### config.mk
export PLATFORM = sky130hd
export DESIGN_NAME = stage_irq_ctrl
export DESIGN_NICKNAME = d
export VERILOG_FILES = /design/src/stage_irq_pkg.sv /design/src/stage_irq_ctrl.sv /design/src/level_change_detect.sv
export SDC_FILE = /design/constraint.sdc
export NUM_CORES = 1
export LEC_CHECK = 0
export BUFFER_PORTS_ARGS = -buffer_cell sky130_fd_sc_hd__buf_2
export CAP_MARGIN = 20
export CORE_MARGIN = 3
export CORE_UTILIZATION = 44
export DETAILED_ROUTE_END_ITERATION = 10
export PLACE_DENSITY = 0.82
export SLEW_MARGIN = 30
export SYNTH_ARGS = -nofsm -noshare
export SYNTH_HDL_FRONTEND = slang
export SYNTH_SLANG_ARGS = --single-unit
### constraint.sdc
create_clock -name SYS_CLK_IN -period 1.4 [get_ports SYS_CLK_IN]
set_input_delay 0.28 -clock SYS_CLK_IN [delete_from_list [all_inputs] [get_ports SYS_CLK_IN]]
set_output_delay 0.28 -clock SYS_CLK_IN [all_outputs]
set_load 0.01 [all_outputs]
### src/stage_irq_pkg.sv
// Package with register map, field layout and carrier types of the stage interrupt block.
package stage_irq_pkg;

    localparam int NUM_STAGES = 12;
    localparam int ADDR_W = 12;
    localparam int DATA_W = 16;

    localparam logic [ADDR_W-1:0] DONE_EN_OFFSET = 12'h007;
    localparam logic [ADDR_W-1:0] LOW_FLAGS_OFFSET = 12'h008;
    localparam logic [ADDR_W-1:0] DONE_STATUS_OFFSET = 12'h00a;

    localparam int GPIO_BIT_POS = 12;
    localparam int DONE_EN_W = 13;

    localparam logic [DONE_EN_W-1:0] DONE_EN_RESET = 13'h0000;
    localparam logic [NUM_STAGES-1:0] FLAGS_RESET = 12'h000;
    localparam logic [DATA_W-1:0] RDATA_RESET = 16'h0000;

    typedef struct packed {
        logic wr;
        logic rd;
        logic [ADDR_W-1:0] addr;
        logic [DATA_W-1:0] wdata;
    } reg_req_type;

endpackage

### src/stage_irq_ctrl.sv
// Stage completion enable, low-limit flags and active-low interrupt output.
`timescale 1ns/1ps
module stage_irq_ctrl
    import stage_irq_pkg::*;
(
    input wire logic SYS_CLK_IN,
    input wire logic RSTN_IN,
    input wire logic [NUM_STAGES-1:0] STAGE_DONE_IN,
    input wire logic [NUM_STAGES-1:0] STAGE_LOW_EXCEED_IN,
    input wire logic [NUM_STAGES-1:0] LOW_ENABLE_IN,
    input wire logic GPIO_IN,
    input wire logic REG_WR_IN,
    input wire logic REG_RD_IN,
    input wire logic [ADDR_W-1:0] REG_ADDR_IN,
    input wire logic [DATA_W-1:0] REG_WDATA_IN,
    output logic [DATA_W-1:0] REG_RDATA_OUT,
    output logic INT_N_OUT
);

    reg_req_type req;
    logic gpio_change;
    logic [DONE_EN_W-1:0] en_reg;
    logic [DONE_EN_W-1:0] en_next;
    logic [NUM_STAGES-1:0] done_pend_reg;
    logic [NUM_STAGES-1:0] done_pend_next;
    logic gpio_pend_reg;
    logic gpio_pend_next;
    logic [NUM_STAGES-1:0] low_flags_reg;
    logic [NUM_STAGES-1:0] low_flags_next;
    logic [DATA_W-1:0] rdata_reg;
    logic [DATA_W-1:0] rdata_next;
    logic int_n_reg;
    logic int_n_next;
    logic rd_low;
    logic rd_status;
    logic wr_en;
    logic [NUM_STAGES-1:0] low_set;
    logic int_src;

    function automatic logic hit(input reg_req_type r, input logic [ADDR_W-1:0] off);
        return r.addr == off;
    endfunction

    assign req = '{wr: REG_WR_IN, rd: REG_RD_IN, addr: REG_ADDR_IN, wdata: REG_WDATA_IN};

    level_change_detect gpio_sync
    (
        .clk_in(SYS_CLK_IN),
        .rstn_in(RSTN_IN),
        .pin_in(GPIO_IN),
        .change_out(gpio_change)
    );

    // Enable register: only a write to its own offset changes it.
    always_comb
    begin
        wr_en = req.wr && hit(req, DONE_EN_OFFSET);
        // Upper bits of a write are dropped, so a careless host cannot create stray enables.
        en_next = wr_en ? req.wdata[DONE_EN_W-1:0] : en_reg;
    end

    always_ff @(posedge SYS_CLK_IN)
    begin
        if (!RSTN_IN)
        begin
            en_reg <= DONE_EN_RESET;
        end
        else
        begin
            en_reg <= en_next;
        end
    end

    // Pending bits are set whatever the enables say, so enabling later still raises the line.
    always_comb
    begin
        rd_status = req.rd && hit(req, DONE_STATUS_OFFSET);
        // A completion that lands on the clearing read survives: set wins over clear.
        done_pend_next = (rd_status ? FLAGS_RESET : done_pend_reg) | STAGE_DONE_IN;
        gpio_pend_next = (rd_status ? 1'b0 : gpio_pend_reg) | gpio_change;
    end

    always_ff @(posedge SYS_CLK_IN)
    begin
        if (!RSTN_IN)
        begin
            done_pend_reg <= FLAGS_RESET;
            gpio_pend_reg <= 1'b0;
        end
        else
        begin
            done_pend_reg <= done_pend_next;
            gpio_pend_reg <= gpio_pend_next;
        end
    end

    always_comb
    begin
        rd_low = req.rd && hit(req, LOW_FLAGS_OFFSET);
        low_set = STAGE_DONE_IN & STAGE_LOW_EXCEED_IN;
        low_flags_next = (rd_low ? (low_flags_reg & STAGE_LOW_EXCEED_IN) : low_flags_reg)
            | low_set;
    end

    always_ff @(posedge SYS_CLK_IN)
    begin
        if (!RSTN_IN)
        begin
            low_flags_reg <= FLAGS_RESET;
        end
        else
        begin
            low_flags_reg <= low_flags_next;
        end
    end

    // Read data holds the last read value; unmapped reads return zero.
    always_comb
    begin
        rdata_next = rdata_reg;
        if (req.rd)
        begin
            rdata_next = RDATA_RESET;
            if (hit(req, DONE_EN_OFFSET))
                rdata_next[DONE_EN_W-1:0] = en_reg;
            else if (hit(req, LOW_FLAGS_OFFSET))
                rdata_next[NUM_STAGES-1:0] = low_flags_reg;
            else if (hit(req, DONE_STATUS_OFFSET))
                rdata_next[GPIO_BIT_POS:0] = {gpio_pend_reg, done_pend_reg};
        end
    end

    always_ff @(posedge SYS_CLK_IN)
    begin
        if (!RSTN_IN)
        begin
            rdata_reg <= RDATA_RESET;
        end
        else
        begin
            rdata_reg <= rdata_next;
        end
    end

    always_comb
    begin
        int_src = |(done_pend_reg & en_reg[NUM_STAGES-1:0])
            | (gpio_pend_reg & en_reg[GPIO_BIT_POS])
            | |(low_flags_reg & LOW_ENABLE_IN);
        int_n_next = ~int_src;
    end

    always_ff @(posedge SYS_CLK_IN)
    begin
        if (!RSTN_IN)
        begin
            int_n_reg <= 1'b1;
        end
        else
        begin
            int_n_reg <= int_n_next;
        end
    end

    assign REG_RDATA_OUT = rdata_reg;
    assign INT_N_OUT = int_n_reg;

    chk_done_raises_int: assert property (@(posedge SYS_CLK_IN) disable iff (!RSTN_IN)
        (|(STAGE_DONE_IN & en_reg[NUM_STAGES-1:0]) && !wr_en) |=> ##1 !INT_N_OUT)
        else $error("Enabled stage completion did not pull interrupt low.");

    chk_no_source_idle: assert property (@(posedge SYS_CLK_IN) disable iff (!RSTN_IN)
        (en_reg == '0 && LOW_ENABLE_IN == '0) |=> INT_N_OUT)
        else $error("Interrupt asserted while every source was disabled.");

    chk_gpio_gate: assert property (@(posedge SYS_CLK_IN) disable iff (!RSTN_IN)
        (gpio_pend_reg && en_reg[GPIO_BIT_POS]) |=> !INT_N_OUT)
        else $error("Enabled GPIO change did not pull interrupt low.");

    chk_en_write: assert property (@(posedge SYS_CLK_IN) disable iff (!RSTN_IN)
        wr_en |=> en_reg == $past(REG_WDATA_IN[DONE_EN_W-1:0]))
        else $error("Enable register did not take the written value.");

    chk_low_set: assert property (@(posedge SYS_CLK_IN) disable iff (!RSTN_IN)
        |low_set |=> (low_flags_reg & $past(low_set)) == $past(low_set))
        else $error("Low-limit flag not set after exceeded result.");

    chk_low_readback: assert property (@(posedge SYS_CLK_IN) disable iff (!RSTN_IN)
        rd_low |=> REG_RDATA_OUT == {4'h0, $past(low_flags_reg)})
        else $error("Low-limit register read returned wrong data.");

    chk_low_clear: assert property (@(posedge SYS_CLK_IN) disable iff (!RSTN_IN)
        (rd_low && !(|STAGE_LOW_EXCEED_IN)) |=> low_flags_reg == 12'h000)
        else $error("Low-limit flags did not clear on readback.");

    chk_gpio_event: assert property (@(posedge SYS_CLK_IN) disable iff (!RSTN_IN)
        gpio_change |=> gpio_pend_reg)
        else $error("GPIO change did not set its status flag.");

    chk_int_release: assert property (@(posedge SYS_CLK_IN) disable iff (!RSTN_IN)
        (done_pend_reg == '0 && !gpio_pend_reg && low_flags_reg == '0) |=> INT_N_OUT)
        else $error("Interrupt not released with nothing pending.");

    chk_low_int_drive: assert property (@(posedge SYS_CLK_IN) disable iff (!RSTN_IN)
        |(low_flags_reg & LOW_ENABLE_IN) |=> !INT_N_OUT)
        else $error("Enabled low-limit flag did not pull interrupt low.");

    chk_gpio_blocked: assert property (@(posedge SYS_CLK_IN) disable iff (!RSTN_IN)
        (!en_reg[GPIO_BIT_POS] && !(|(done_pend_reg & en_reg[NUM_STAGES-1:0]))
            && !(|(low_flags_reg & LOW_ENABLE_IN))) |=> INT_N_OUT)
        else $error("Disabled GPIO change pulled interrupt low.");

    chk_done_pend_set: assert property (@(posedge SYS_CLK_IN) disable iff (!RSTN_IN)
        |STAGE_DONE_IN |=> (done_pend_reg & $past(STAGE_DONE_IN)) == $past(STAGE_DONE_IN))
        else $error("Completion did not set its pending bit.");

    chk_status_read: assert property (@(posedge SYS_CLK_IN) disable iff (!RSTN_IN)
        rd_status |=> REG_RDATA_OUT == {3'h0, $past(gpio_pend_reg), $past(done_pend_reg)})
        else $error("Status register read returned wrong data.");

    chk_status_clear: assert property (@(posedge SYS_CLK_IN) disable iff (!RSTN_IN)
        (rd_status && STAGE_DONE_IN == '0 && !gpio_change)
            |=> (done_pend_reg == '0 && !gpio_pend_reg))
        else $error("Status flags did not clear on readback.");

    chk_low_keep: assert property (@(posedge SYS_CLK_IN) disable iff (!RSTN_IN)
        rd_low |=> (low_flags_reg & $past(low_flags_reg) & $past(STAGE_LOW_EXCEED_IN))
            == ($past(low_flags_reg) & $past(STAGE_LOW_EXCEED_IN)))
        else $error("Low-limit flag lost on readback while its limit still held.");

    chk_low_write_ignored: assert property (@(posedge SYS_CLK_IN) disable iff (!RSTN_IN)
        (req.wr && hit(req, LOW_FLAGS_OFFSET) && low_set == '0)
            |=> low_flags_reg == $past(low_flags_reg))
        else $error("Write changed the read-only low-limit flags.");

    chk_en_readback: assert property (@(posedge SYS_CLK_IN) disable iff (!RSTN_IN)
        (req.rd && hit(req, DONE_EN_OFFSET)) |=> REG_RDATA_OUT == {3'h0, $past(en_reg)})
        else $error("Enable register read returned wrong data.");

    chk_reset_idle: assert property (@(posedge SYS_CLK_IN)
        !RSTN_IN |=> (INT_N_OUT && REG_RDATA_OUT == RDATA_RESET))
        else $error("Outputs not idle after reset.");

endmodule // stage_irq_ctrl

### src/level_change_detect.sv
// Two-stage synchroniser for an outside pin with a level-change pulse.
`timescale 1ns/1ps
module level_change_detect
(
    input wire logic clk_in,
    input wire logic rstn_in,
    input wire logic pin_in,
    output logic change_out
);

    logic meta_reg;
    logic meta_next;
    logic sync_reg;
    logic sync_next;
    logic last_reg;
    logic last_next;
    logic [2:0] fill_reg;
    logic [2:0] fill_next;

    // Only the second stage and later feed the comparator, never the metastable first stage.
    always_comb
    begin
        meta_next = pin_in;
        sync_next = meta_reg;
        last_next = sync_reg;
        fill_next = {fill_reg[1:0], 1'b1};
    end

    always_ff @(posedge clk_in)
    begin
        if (!rstn_in)
        begin
            meta_reg <= 1'b0;
            sync_reg <= 1'b0;
            last_reg <= 1'b0;
            fill_reg <= 3'h0;
        end
        else
        begin
            meta_reg <= meta_next;
            sync_reg <= sync_next;
            last_reg <= last_next;
            fill_reg <= fill_next;
        end
    end

    // The stages reset to zero, not to the pin's level, so a pin idling high would look
    // like a change; the output stays masked until all three stages hold real samples.
    // A genuine change between the first two real samples is still reported, as that is the first unmasked compare.
    assign change_out = (sync_reg ^ last_reg) & fill_reg[2];

endmodule // level_change_detect

# Word level (Yosys, flattened, before mapping)
# Index checks and enable logic that the tools add are counted.
[op_classes]
order_cmp = 0
reduce_logical = 5
shift = 0
n_mul = 0
div = 0
n_bitwise = 13
muxes = 8
addsub = 0
n_eq_ne = 3
[op_table]
columns = ["op", "count"]
rows = [
  ["AND 12 bit", 4],
  ["two-way mux 12 bit", 3],
  ["two-way mux 13 bit", 2],
  ["== test 12 x 4 -> 1 bit (second input constant)", 2],
  ["OR 12 bit", 2],
  ["OR reduction 12 bit", 2],
  ["== test 12 x 3 -> 1 bit (second input constant)", 1],
  ["logical AND 1 bit", 3],
  ["two-way mux 1 bit", 3],
  ["OR 1 bit", 3],
  ["AND 1 bit", 2],
  ["inverter 1 bit", 1],
  ["XOR 1 bit", 1],
]
[totals]
memories = 0
regBits = 58
latch_bits = 0
output_inout_bits = 17
ramBits = 0
rom_bits = 0
wordCells = 40

# Longest topological paths before layout
# Gate-level depths: netlist of run 1.
[depth]
word_depth = 5
depth_mapped = 6
depth_no_buf = 4

# By module
# From an unflattened synthesis of run 1, not the netlist that was laid out.
[hier_totals]
cells_unflattened = 251
hier_area_um2 = 2474.9
[modules_own_cells]
columns = ["module", "cells_per_inst", "area_per_inst_um2", "seq_area_each_um2", "n_inst"]
rows = [
  ["stage_irq_ctrl", 238, 2307.2, 1041.0, 1],
  ["level_change_detect", 13, 167.7, 120.1, 1],
]

# Worst setup path before layout of run 1
# No wires, ideal clock.
[synth_timing]
path_kind = "input -> register"
startpoint = "input REG_ADDR_IN[11]"
endpoint = "register done_pend_reg[10]"
slack_ps = -36
arrival_ps = 1319
required_ps = 1283
cell_stages = 5
path_buffers = 1
setup_ps = 117
cell_sequence = "nor4_2 -> and2_1 -> a31oi_1 -> buf_2 -> a22o_1"
[synth_via]
elab_chain_len = 4
[synth_lines]
columns = ["element", "line", "text"]
rows = [
  ["start: declaration", "stage_irq_ctrl.sv:14", "input wire logic [ADDR_W-1:0] REG_ADDR_IN,"],
  ["== test 12 x 4 -> 1 bit", "stage_irq_ctrl.sv:41", "return r.addr == off;"],
  ["logical AND 1 bit", "stage_irq_ctrl.sv:77", "rd_status = req.rd && hit(req, DONE_STATUS_OFFSET);"],
  ["two-way mux 12 bit", "stage_irq_ctrl.sv:79", "done_pend_next = (rd_status ? FLAGS_RESET : done_pend_reg) | STAGE_DONE_IN;"],
  ["OR 12 bit", "stage_irq_ctrl.sv:79", ""],
  ["end signal: assignment", "stage_irq_ctrl.sv:92", "done_pend_reg <= done_pend_next;"],
  ["end: declaration", "stage_irq_ctrl.sv:24", "logic [NUM_STAGES-1:0] done_pend_reg;"],
]
# No other way between the ends.
# A chain may end at the register's enable or synchronous reset.

# Worst setup path after layout of run 1
[layout_timing]
startpoint = "input REG_ADDR_IN[11]"
endpoint = "register rdata_reg[6] (netlist: REG_RDATA_OUT[6])"
[layout_via]
elab_chain_len = 4
elab_cells_between_ends = 6
classes_between = "eq/ne: 3; mux: 3"
[layout_lines]
columns = ["element", "line", "text"]
rows = [
  ["== test 12 x 4 -> 1 bit", "stage_irq_ctrl.sv:41", ""],
  ["two-way mux 13 bit", "stage_irq_ctrl.sv:128", "else if (hit(req, DONE_STATUS_OFFSET))"],
  ["two-way mux 12 bit", "stage_irq_ctrl.sv:126", "else if (hit(req, LOW_FLAGS_OFFSET))"],
  ["two-way mux 13 bit *", "stage_irq_ctrl.sv:124", "if (hit(req, DONE_EN_OFFSET))"],
  ["end signal: assignment", "stage_irq_ctrl.sv:141", "rdata_reg <= rdata_next;"],
  ["end: declaration", "stage_irq_ctrl.sv:30", "logic [DATA_W-1:0] rdata_reg;"],
]
# Every way passes the cells marked *; elsewhere a longest branch is shown, timed or not.

==> results of run 1 <==
## cells in the mapped netlist
cell	count	share of area (%)
sky130_fd_sc_hd__nand4_2	1	0.54
sky130_fd_sc_hd__inv_2	1	0.16
sky130_fd_sc_hd__a22oi_1	9	2.9
sky130_fd_sc_hd__nand2_1	24	3.9
sky130_fd_sc_hd__xor2_1	1	0.38
sky130_fd_sc_hd__buf_2	4	0.87
sky130_fd_sc_hd__nand3_1	2	0.44
sky130_fd_sc_hd__o21ai_1	12	2.6
sky130_fd_sc_hd__conb_1	1	0.16
sky130_fd_sc_hd__nor2_1	26	4.2
sky130_fd_sc_hd__a22o_1	14	5.3
sky130_fd_sc_hd__nand4_1	3	0.82
sky130_fd_sc_hd__dfxtp_1	58	51
sky130_fd_sc_hd__a221oi_1	13	5.0
sky130_fd_sc_hd__a222oi_1	1	0.44
sky130_fd_sc_hd__and4bb_2	1	0.54
sky130_fd_sc_hd__clkbuf_1	9	1.5
sky130_fd_sc_hd__buf_4	4	1.3
sky130_fd_sc_hd__nand4b_1	1	0.38
sky130_fd_sc_hd__mux2i_1	13	5.7
sky130_fd_sc_hd__nor4b_2	1	0.65
sky130_fd_sc_hd__a32o_1	1	0.44
sky130_fd_sc_hd__nor4_2	2	1.1
sky130_fd_sc_hd__and4b_1	1	0.44
sky130_fd_sc_hd__and2_1	6	1.6
sky130_fd_sc_hd__a21oi_1	13	2.8
sky130_fd_sc_hd__a31oi_1	1	0.27
sky130_fd_sc_hd__nand3_2	1	0.44
sky130_fd_sc_hd__nand2b_1	1	0.27
sky130_fd_sc_hd__o31ai_1	13	4.2
## how the worst max path moves through the flow
| stage | cells past startpoint | end | start | slack (ns) |
|---|---|---|---|---|
| floorplan | 5 | done_pend_reg[10]$_SDFF_PN0_ | REG_ADDR_IN[5] | 0.02 |
| global placement | 5 | REG_RDATA_OUT[4]$_SDFFE_PN0P_ | REG_ADDR_IN[11] | -0.15 |
| finish | 5 | REG_RDATA_OUT[6]$_SDFFE_PN0P_ | REG_ADDR_IN[11] | 0.1 |
| CTS | 4 | INT_N_OUT$_SDFF_PN1_ | en_reg[11]$_SDFFE_PN0P_ | 0.06 |
| detailed placement | 5 | REG_RDATA_OUT[6]$_SDFFE_PN0P_ | REG_ADDR_IN[11] | -0.23 |
| global route | 4 | INT_N_OUT$_SDFF_PN1_ | en_reg[11]$_SDFFE_PN0P_ | 0.03 |
## cell families after synthesis
group           after synthesis  share of synthesized area (%)
buf+inv                      18                           3.81
compound gates               77                           24.1
flops                        58                           50.5
xor+xnor                      1                          0.381
simple gates                 70                           15.4
other cells                   1                          0.163
mux                          13                           5.66
## report_power, final
group / internal, mW / total, mW / leakage, nW / switching, mW
Combinational: 0.158 / 0.317 / 0.848 / 0.159
Clock: 0.882 / 1.52 / 0.106 / 0.639
Sequential: 1.72 / 1.78 / 0.476 / 0.0584
Total: 2.76 / 3.62 / 1.43 / 0.856
## layer usage
metal  wire length, um  global-route usage, %  vias to the layer above  part of all wire (%)
li1                  -                      -                     1060                     -
met3               577                   8.03                       29                   8.7
met1              2760                   27.1                     1068                    42
met2              3050                   33.6                      128                    46
met5                 0                      0                        -                     0
met4               231                   9.97                        0                   3.5
## metrics by stage
stage	power, mW	TNS [ns]	hold slack, ns	setup WS (ns)
after detailed placement	2.12	-4.71	0.421	-0.233
final	3.62	0	0.149	0.0985
after global routing	3.74	0	0.147	0.0341
after CTS	3.63	0	0.138	0.0597
after floorplan	1.94	0	0.308	0.0164
after global placement	2.10	-3.07	0.415	-0.147
## area by class of cell
type | instances | area (um^2) | area share [%]
Sequential cell | 58 | 1160 | 38.2
Timing Repair Buffer | 90 | 503 | 16.6
Tap cell | 67 | 83.8 | 2.76
Multi-Input combinational cell | 164 | 1090 | 35.7
Clock buffer | 15 | 196 | 6.46
Inverter | 1 | 3.75 | 0.124
Clock inverter | 1 | 5.00 | 0.165
## timing repair
action | CTS | global route
hold buffers | 0 | 0
gates resized for setup | 1 | 1
pin swaps | 0 | 0
gates cloned | 0 | 0
endpoints found under the setup margin | 1 | 1
==> parameters.txt, run 1 <==
Parameter                              Value

Outcome
  Status    finished, final reports clean

Global route
  Largest net degree at the start of global routing    21
  Number of global-route vias before repair    2,069
  Total GRT Usage    a little over a fifth
  Global-route wire length before repair    10.0 mm
  Residual overflow from global routing    0
  Initial antenna violation count    0

Final layout
  Area Growth Syn to Fin    32.2%
  Count of non-filler cells in the finished layout    396
  Post-Layout Inst Area    3040 um^2
  Final core utilization    between 60% and 70%
  Inserted Diodes    0
  Post-layout net count    393
  Fillers    roughly 440
  Commonest non-fill, non-tap cell in the layout    sky130_fd_sc_hd__buf_2
  Most frequent cells in the layout    sky130_fd_sc_hd__buf_2 (79), sky130_fd_sc_hd__dfxtp_1 (58), sky130_fd_sc_hd__nor2_1 (26), sky130_fd_sc_hd__nand2_1 (24)
  Fraction of final layout cells with drive strength greater than 1    between 30% and 40%

Setup path
  CP max stage cell    sky130_fd_sc_hd__o31ai_1
  Sequence of cells on the critical path    buf_2 -> nor4_4 -> and2_1 -> nand3_2 -> o31ai_1
  Reg-to-reg startpoint    en_reg[11]$_SDFFE_PN0P_
  Critical path arrival    between 1.5 and 2 ns
  Worst Reg-to-Reg Cells    4
  Req. time, crit path    around 1.7 ns
  Largest stage delay on the critical path    0.33 ns
  Kind of end point of the critical path    register
  Slack of the worst reg-to-reg path    between 0.1 and 0.15 ns
  WP buf/inv    1
  R2r endpoint    INT_N_OUT$_SDFF_PN1_
  Largest delay share family, worst path    simple AND/OR/NAND/NOR gates
  WS Path Type    in2reg
  Maximum fanout along the worst path    12
  Category of the worst setup path launch point    primary input

Place
  Last weighted congestion value of the routability-driven placer    0.820
  Dpl cell area    2830 um^2
  HPWL after detailed placement    roughly 4.9 mm
  Port Buf Inserts    79
  Number of instances in the placed design    380

Floorplanning
  Overall die area    6130 um^2
  Die Height    78.3 um
  Placement row count    25
  Floorplan core area    4880 um^2
  Die Wd    78.3 um
  Boundary pin count    86
  Initial core utilization    between 40% and 50%

CTS
  Root Driver    sky130_fd_sc_hd__clkbuf_8
  Clock sink total    58
  Clock slew at reported path FFs    roughly 0.060 ns
  Clock latency of the later-clocked register in the worst-skew pair    0.34 ns
  Num CTS Buffers    9
  CTS max path bufs    2
  Postcts setup bufs    0
  Clock tree from TritonCTS    done
  CTS H-tree depth    3

Yosys
  Post-synth design cell area    2300 um^2
  Number of warnings issued by yosys    0
  Number of synthesized register bits    a little under 60
  Seq/Total Area, Yosys    50.5%
  Yosys cell types    30
  Syn avg cell area    9.66 um^2
  Post-synthesis instance total    approximately 240

Routing
  Router iterations before antenna repair    5
  First-iteration detailed-routing DRC count    257
  Antenna viol nets, final    0
  Via-to-Cell Ratio    5.77
  Vias after detailed routing    between 2,000 and 2,500
  Total wire length after detailed routing    6.61 mm
  Post-detailed-route wirelength per cell    between 15 and 20 um
  DRC viols    0

Min path
  Origin of the worst min-delay path    GPIO_IN
  Hold Path Sink    gpio_sync.meta_reg$_SDFF_PN0_
  Type of the tightest min-delay check    in2reg
  Cell depth of the worst min-delay path    2

Pwr
  Power density over the cells    1190 nW/um^2
  Leakage    1.43 nW
  Highest ir drop seen on vdd    approximately 680 uV

STA
  RSZ-0062 raised after global routing    no
  Max-slew violation count    0
  Final hold violation count    0
  Setup-violating endpoint count in the final report    0
  Clock period minus final worst setup slack    approximately 1.3 ns
  FMAX    768 MHz
  Post-route fraction of the period consumed by the critical path    93.0%
  Worst Clk Skew    0.00588 ns

Flow run
  Count of max-cap constraint violations    0
Power figures use the tool's default switching activity.
==> run 2, diff against run 1 <==
--- a/config.mk
+++ b/config.mk
@@ -11,6 +11,7 @@
 export CORE_UTILIZATION = 44
 export DETAILED_ROUTE_END_ITERATION = 10
 export PLACE_DENSITY = 0.82
+export SETUP_SLACK_MARGIN = 0.2
 export SLEW_MARGIN = 30
 export SYNTH_ARGS = -nofsm -noshare
 export SYNTH_HDL_FRONTEND = slang
==> run 2 against run 1 <==
  * Die area stayed put
  * Maximum frequency is 0.75% higher
  * Clock power is 3% higher
  * Critical path depth is 1 lower
  * Non-clock buffer count is 3 higher
  * Design area is 4.7% higher
  * Worst hold slack worse by 0.0063 ns
  * Highest routed layer unchanged
  * Largest power group unchanged
  * Via count is 1.2% higher
  * Clock-buffer cell count is 1 lower
  * Register-to-register slack hardly changed
  * Routed wire length is 5.2% higher
  * Sequential cell count stayed put
==> parameters.txt, run 2 (synthesized netlist as in run 1, its figures left out) <==
Parameter                              Value

STA
  Worst Setup Slack, final    0.108 ns (was 0.0985 ns)
  Worst Clk Skew    0.00524 ns (was 0.00588 ns)
  Clock period minus final worst setup slack    1.29 ns (was 1.30 ns)
  RSZ-0062 raised after global routing    yes (was no)
  FMAX    774 MHz (was 768 MHz)
  Max-slew violation count    0 (unchanged)
  Summed negative setup slack over all endpoints    0 ns (unchanged)
  Setup-violating endpoint count in the final report    0 (unchanged)
  Post-route fraction of the period consumed by the critical path    92.3% (was 93.0%)
  Worst hold slack    0.143 ns (was 0.149 ns)
  Final hold violation count    0 (unchanged)

Setup path
  Largest stage delay on the critical path    0.34 ns (was 0.33 ns)
  Kind of end point of the critical path    register (unchanged)
  CP max stage cell    sky130_fd_sc_hd__dfxtp_1 (was sky130_fd_sc_hd__o31ai_1)
  Critical path arrival    1.54 ns (was 1.55 ns)
  WS Path Type    reg2reg (was in2reg)
  Worst setup path startpoint    en_reg[11]$_SDFFE_PN0P_ (was REG_ADDR_IN[11])
  Reg-to-reg startpoint    en_reg[11]$_SDFFE_PN0P_ (unchanged)
  Sequence of cells on the critical path    a22o_1 -> a221oi_2 -> nand4_1 -> o31ai_2 (was buf_2 -> nor4_4 -> and2_1 -> nand3_2 -> o31ai_1)
  Category of the worst setup path launch point    register (was primary input)
  Req. time, crit path    1.64 ns (was 1.65 ns)
  Maximum fanout along the worst path    3 (was 12)

Place
  Dpl ws    -0.191 ns (was -0.233 ns)
  Last weighted congestion value of the routability-driven placer    0.899 (was 0.820)
  Dpl cell area    2850 um^2 (was 2830 um^2)
  Number of instances in the placed design    381 (was 380)
  HPWL after detailed placement    4.84 mm (was 4.86 mm)
  Port Buf Inserts    79 (unchanged)

Final layout
  Sequential Area    1160 um^2 (unchanged)
  Inserted Diodes    0 (unchanged)
  Area of the multi-input gates    1180 um^2 (was 1090 um^2)
  Post-Layout Inst Area    3180 um^2 (was 3040 um^2)
  Commonest non-fill, non-tap cell in the layout    sky130_fd_sc_hd__buf_2 (unchanged)
  Most frequent cells in the layout    sky130_fd_sc_hd__buf_2 (76), sky130_fd_sc_hd__dfxtp_1 (58), sky130_fd_sc_hd__nor2_1 (26), sky130_fd_sc_hd__nand2_1 (24), sky130_fd_sc_hd__a22o_1 (14) (was sky130_fd_sc_hd__buf_2 (79), sky130_fd_sc_hd__dfxtp_1 (58), sky130_fd_sc_hd__nor2_1 (26), sky130_fd_sc_hd__nand2_1 (24))
  Count of non-filler cells in the finished layout    401 (was 396)
  Final core utilization    65.2% (was 62.3%)
  Post-layout net count    398 (was 393)
  Area Growth Syn to Fin    38.5% (was 32.2%)
  Fillers    394 (was 441)
  Fraction of final layout cells with drive strength greater than 1    36.8% (was 34.7%)

Floorplanning
  Initial core utilization    47.1% (unchanged)
  Boundary pin count    86 (unchanged)
  Floorplan core area    4880 um^2 (unchanged)
  Die Height    78.3 um (unchanged)
  Overall die area    6130 um^2 (unchanged)
  Placement row count    25 (unchanged)
  Die Wd    78.3 um (unchanged)

CTS
  Clock sink total    58 (unchanged)
  Num CTS Buffers    9 (unchanged)
  CTS max path bufs    2 (unchanged)
  Root Driver    sky130_fd_sc_hd__clkbuf_8 (unchanged)
  CTS H-tree depth    3 (unchanged)
  Clock latency of the later-clocked register in the worst-skew pair    0.34 ns (about the same)
  Clock slew at reported path FFs    0.06 ns (about the same)
  Clock tree from TritonCTS    done (unchanged)

Routing
  Post-detailed-route wirelength per cell    17.3 um (was 16.7 um)
  Total wire length after detailed routing    6.95 mm (was 6.61 mm)
  Router iterations before antenna repair    5 (unchanged)
  Vias after detailed routing    2,312 (was 2,285)
  First-iteration detailed-routing DRC count    227 (was 257)
  DRC viols    0 (unchanged)
  Antenna viol nets, final    0 (unchanged)
  Via-to-Cell Ratio    5.77 (about the same)

Global route
  Global-route wire length before repair    10.1 mm (was 10.0 mm)
  Residual overflow from global routing    0 (unchanged)
  Total GRT Usage    21.3% (was 21.8%)
  Initial antenna violation count    0 (unchanged)
  Largest net degree at the start of global routing    21 (unchanged)
  Number of global-route vias before repair    2,078 (was 2,069)

Pwr
  Highest ir drop seen on vdd    550 uV (was 677 uV)
  Leakage    1.47 nW (was 1.43 nW)
  Power density over the cells    1160 nW/um^2 (was 1190 nW/um^2)
  Final Power    3.68 mW (was 3.62 mW)

Min path
  Origin of the worst min-delay path    GPIO_IN (unchanged)
  Type of the tightest min-delay check    in2reg (unchanged)

Flow run
  Count of max-cap constraint violations    0 (unchanged)

Outcome
  Status    finished, final reports clean (unchanged)
run 2: layout make-up:
type | instances | share of cell area (%)
tap | 67 | 2.63
sequential | 58 | 36.5
clock inverter | 2 | 1.10
timing repair buffer | 93 | 17.4
inverter | 1 | 0.118
clock buffer | 14 | 5.11
multi-input combinational | 166 | 37.2
run 2: repair_timing:
action	in CTS	in global routing
buffers inserted	0	1
pin swaps	0	7
cloned	0	3
gates resized for setup	3	12
endpoints found under the setup margin	8	26
hold buffers	0	0
run 2: path summary, 6_finish.rpt:
check | to | cells after the start | slack, ns
worst max-delay path | INT_N_OUT$_SDFF_PN1_ | 4 | 0.11
worst min-delay path | gpio_sync.meta_reg$_SDFF_PN0_ | 2 | 0.14
worst max register to register | INT_N_OUT$_SDFF_PN1_ | 4 | 0.11
worst min register to register | gpio_sync.fill_reg[2]$_SDFF_PN0_ | 1 | 0.43
run 2: critical path, delay by kind of cell, from the launching register on:
kind,cells,cell delay [ns]
AO/OA/AOI/OAI,3,0.70
flip-flops,1,0.34
AND/OR/NAND/NOR,1,0.15
run 2: metal layers:
layer  GRT usage (%)  up-vias  share of wire [%]
met2            31.9      143                 47
li1                -     1074                  -
met5               0        -                  0
met3            6.19       16                9.5
met1            28.2     1079                 42
met4            9.79        0                1.8
run 2: report_power, final:
group | leakage [nW] | internal [mW] | switching [mW]
Combinational | 0.888 | 0.169 | 0.175
Clock | 0.101 | 0.918 | 0.639
Sequential | 0.476 | 1.72 | 0.0592
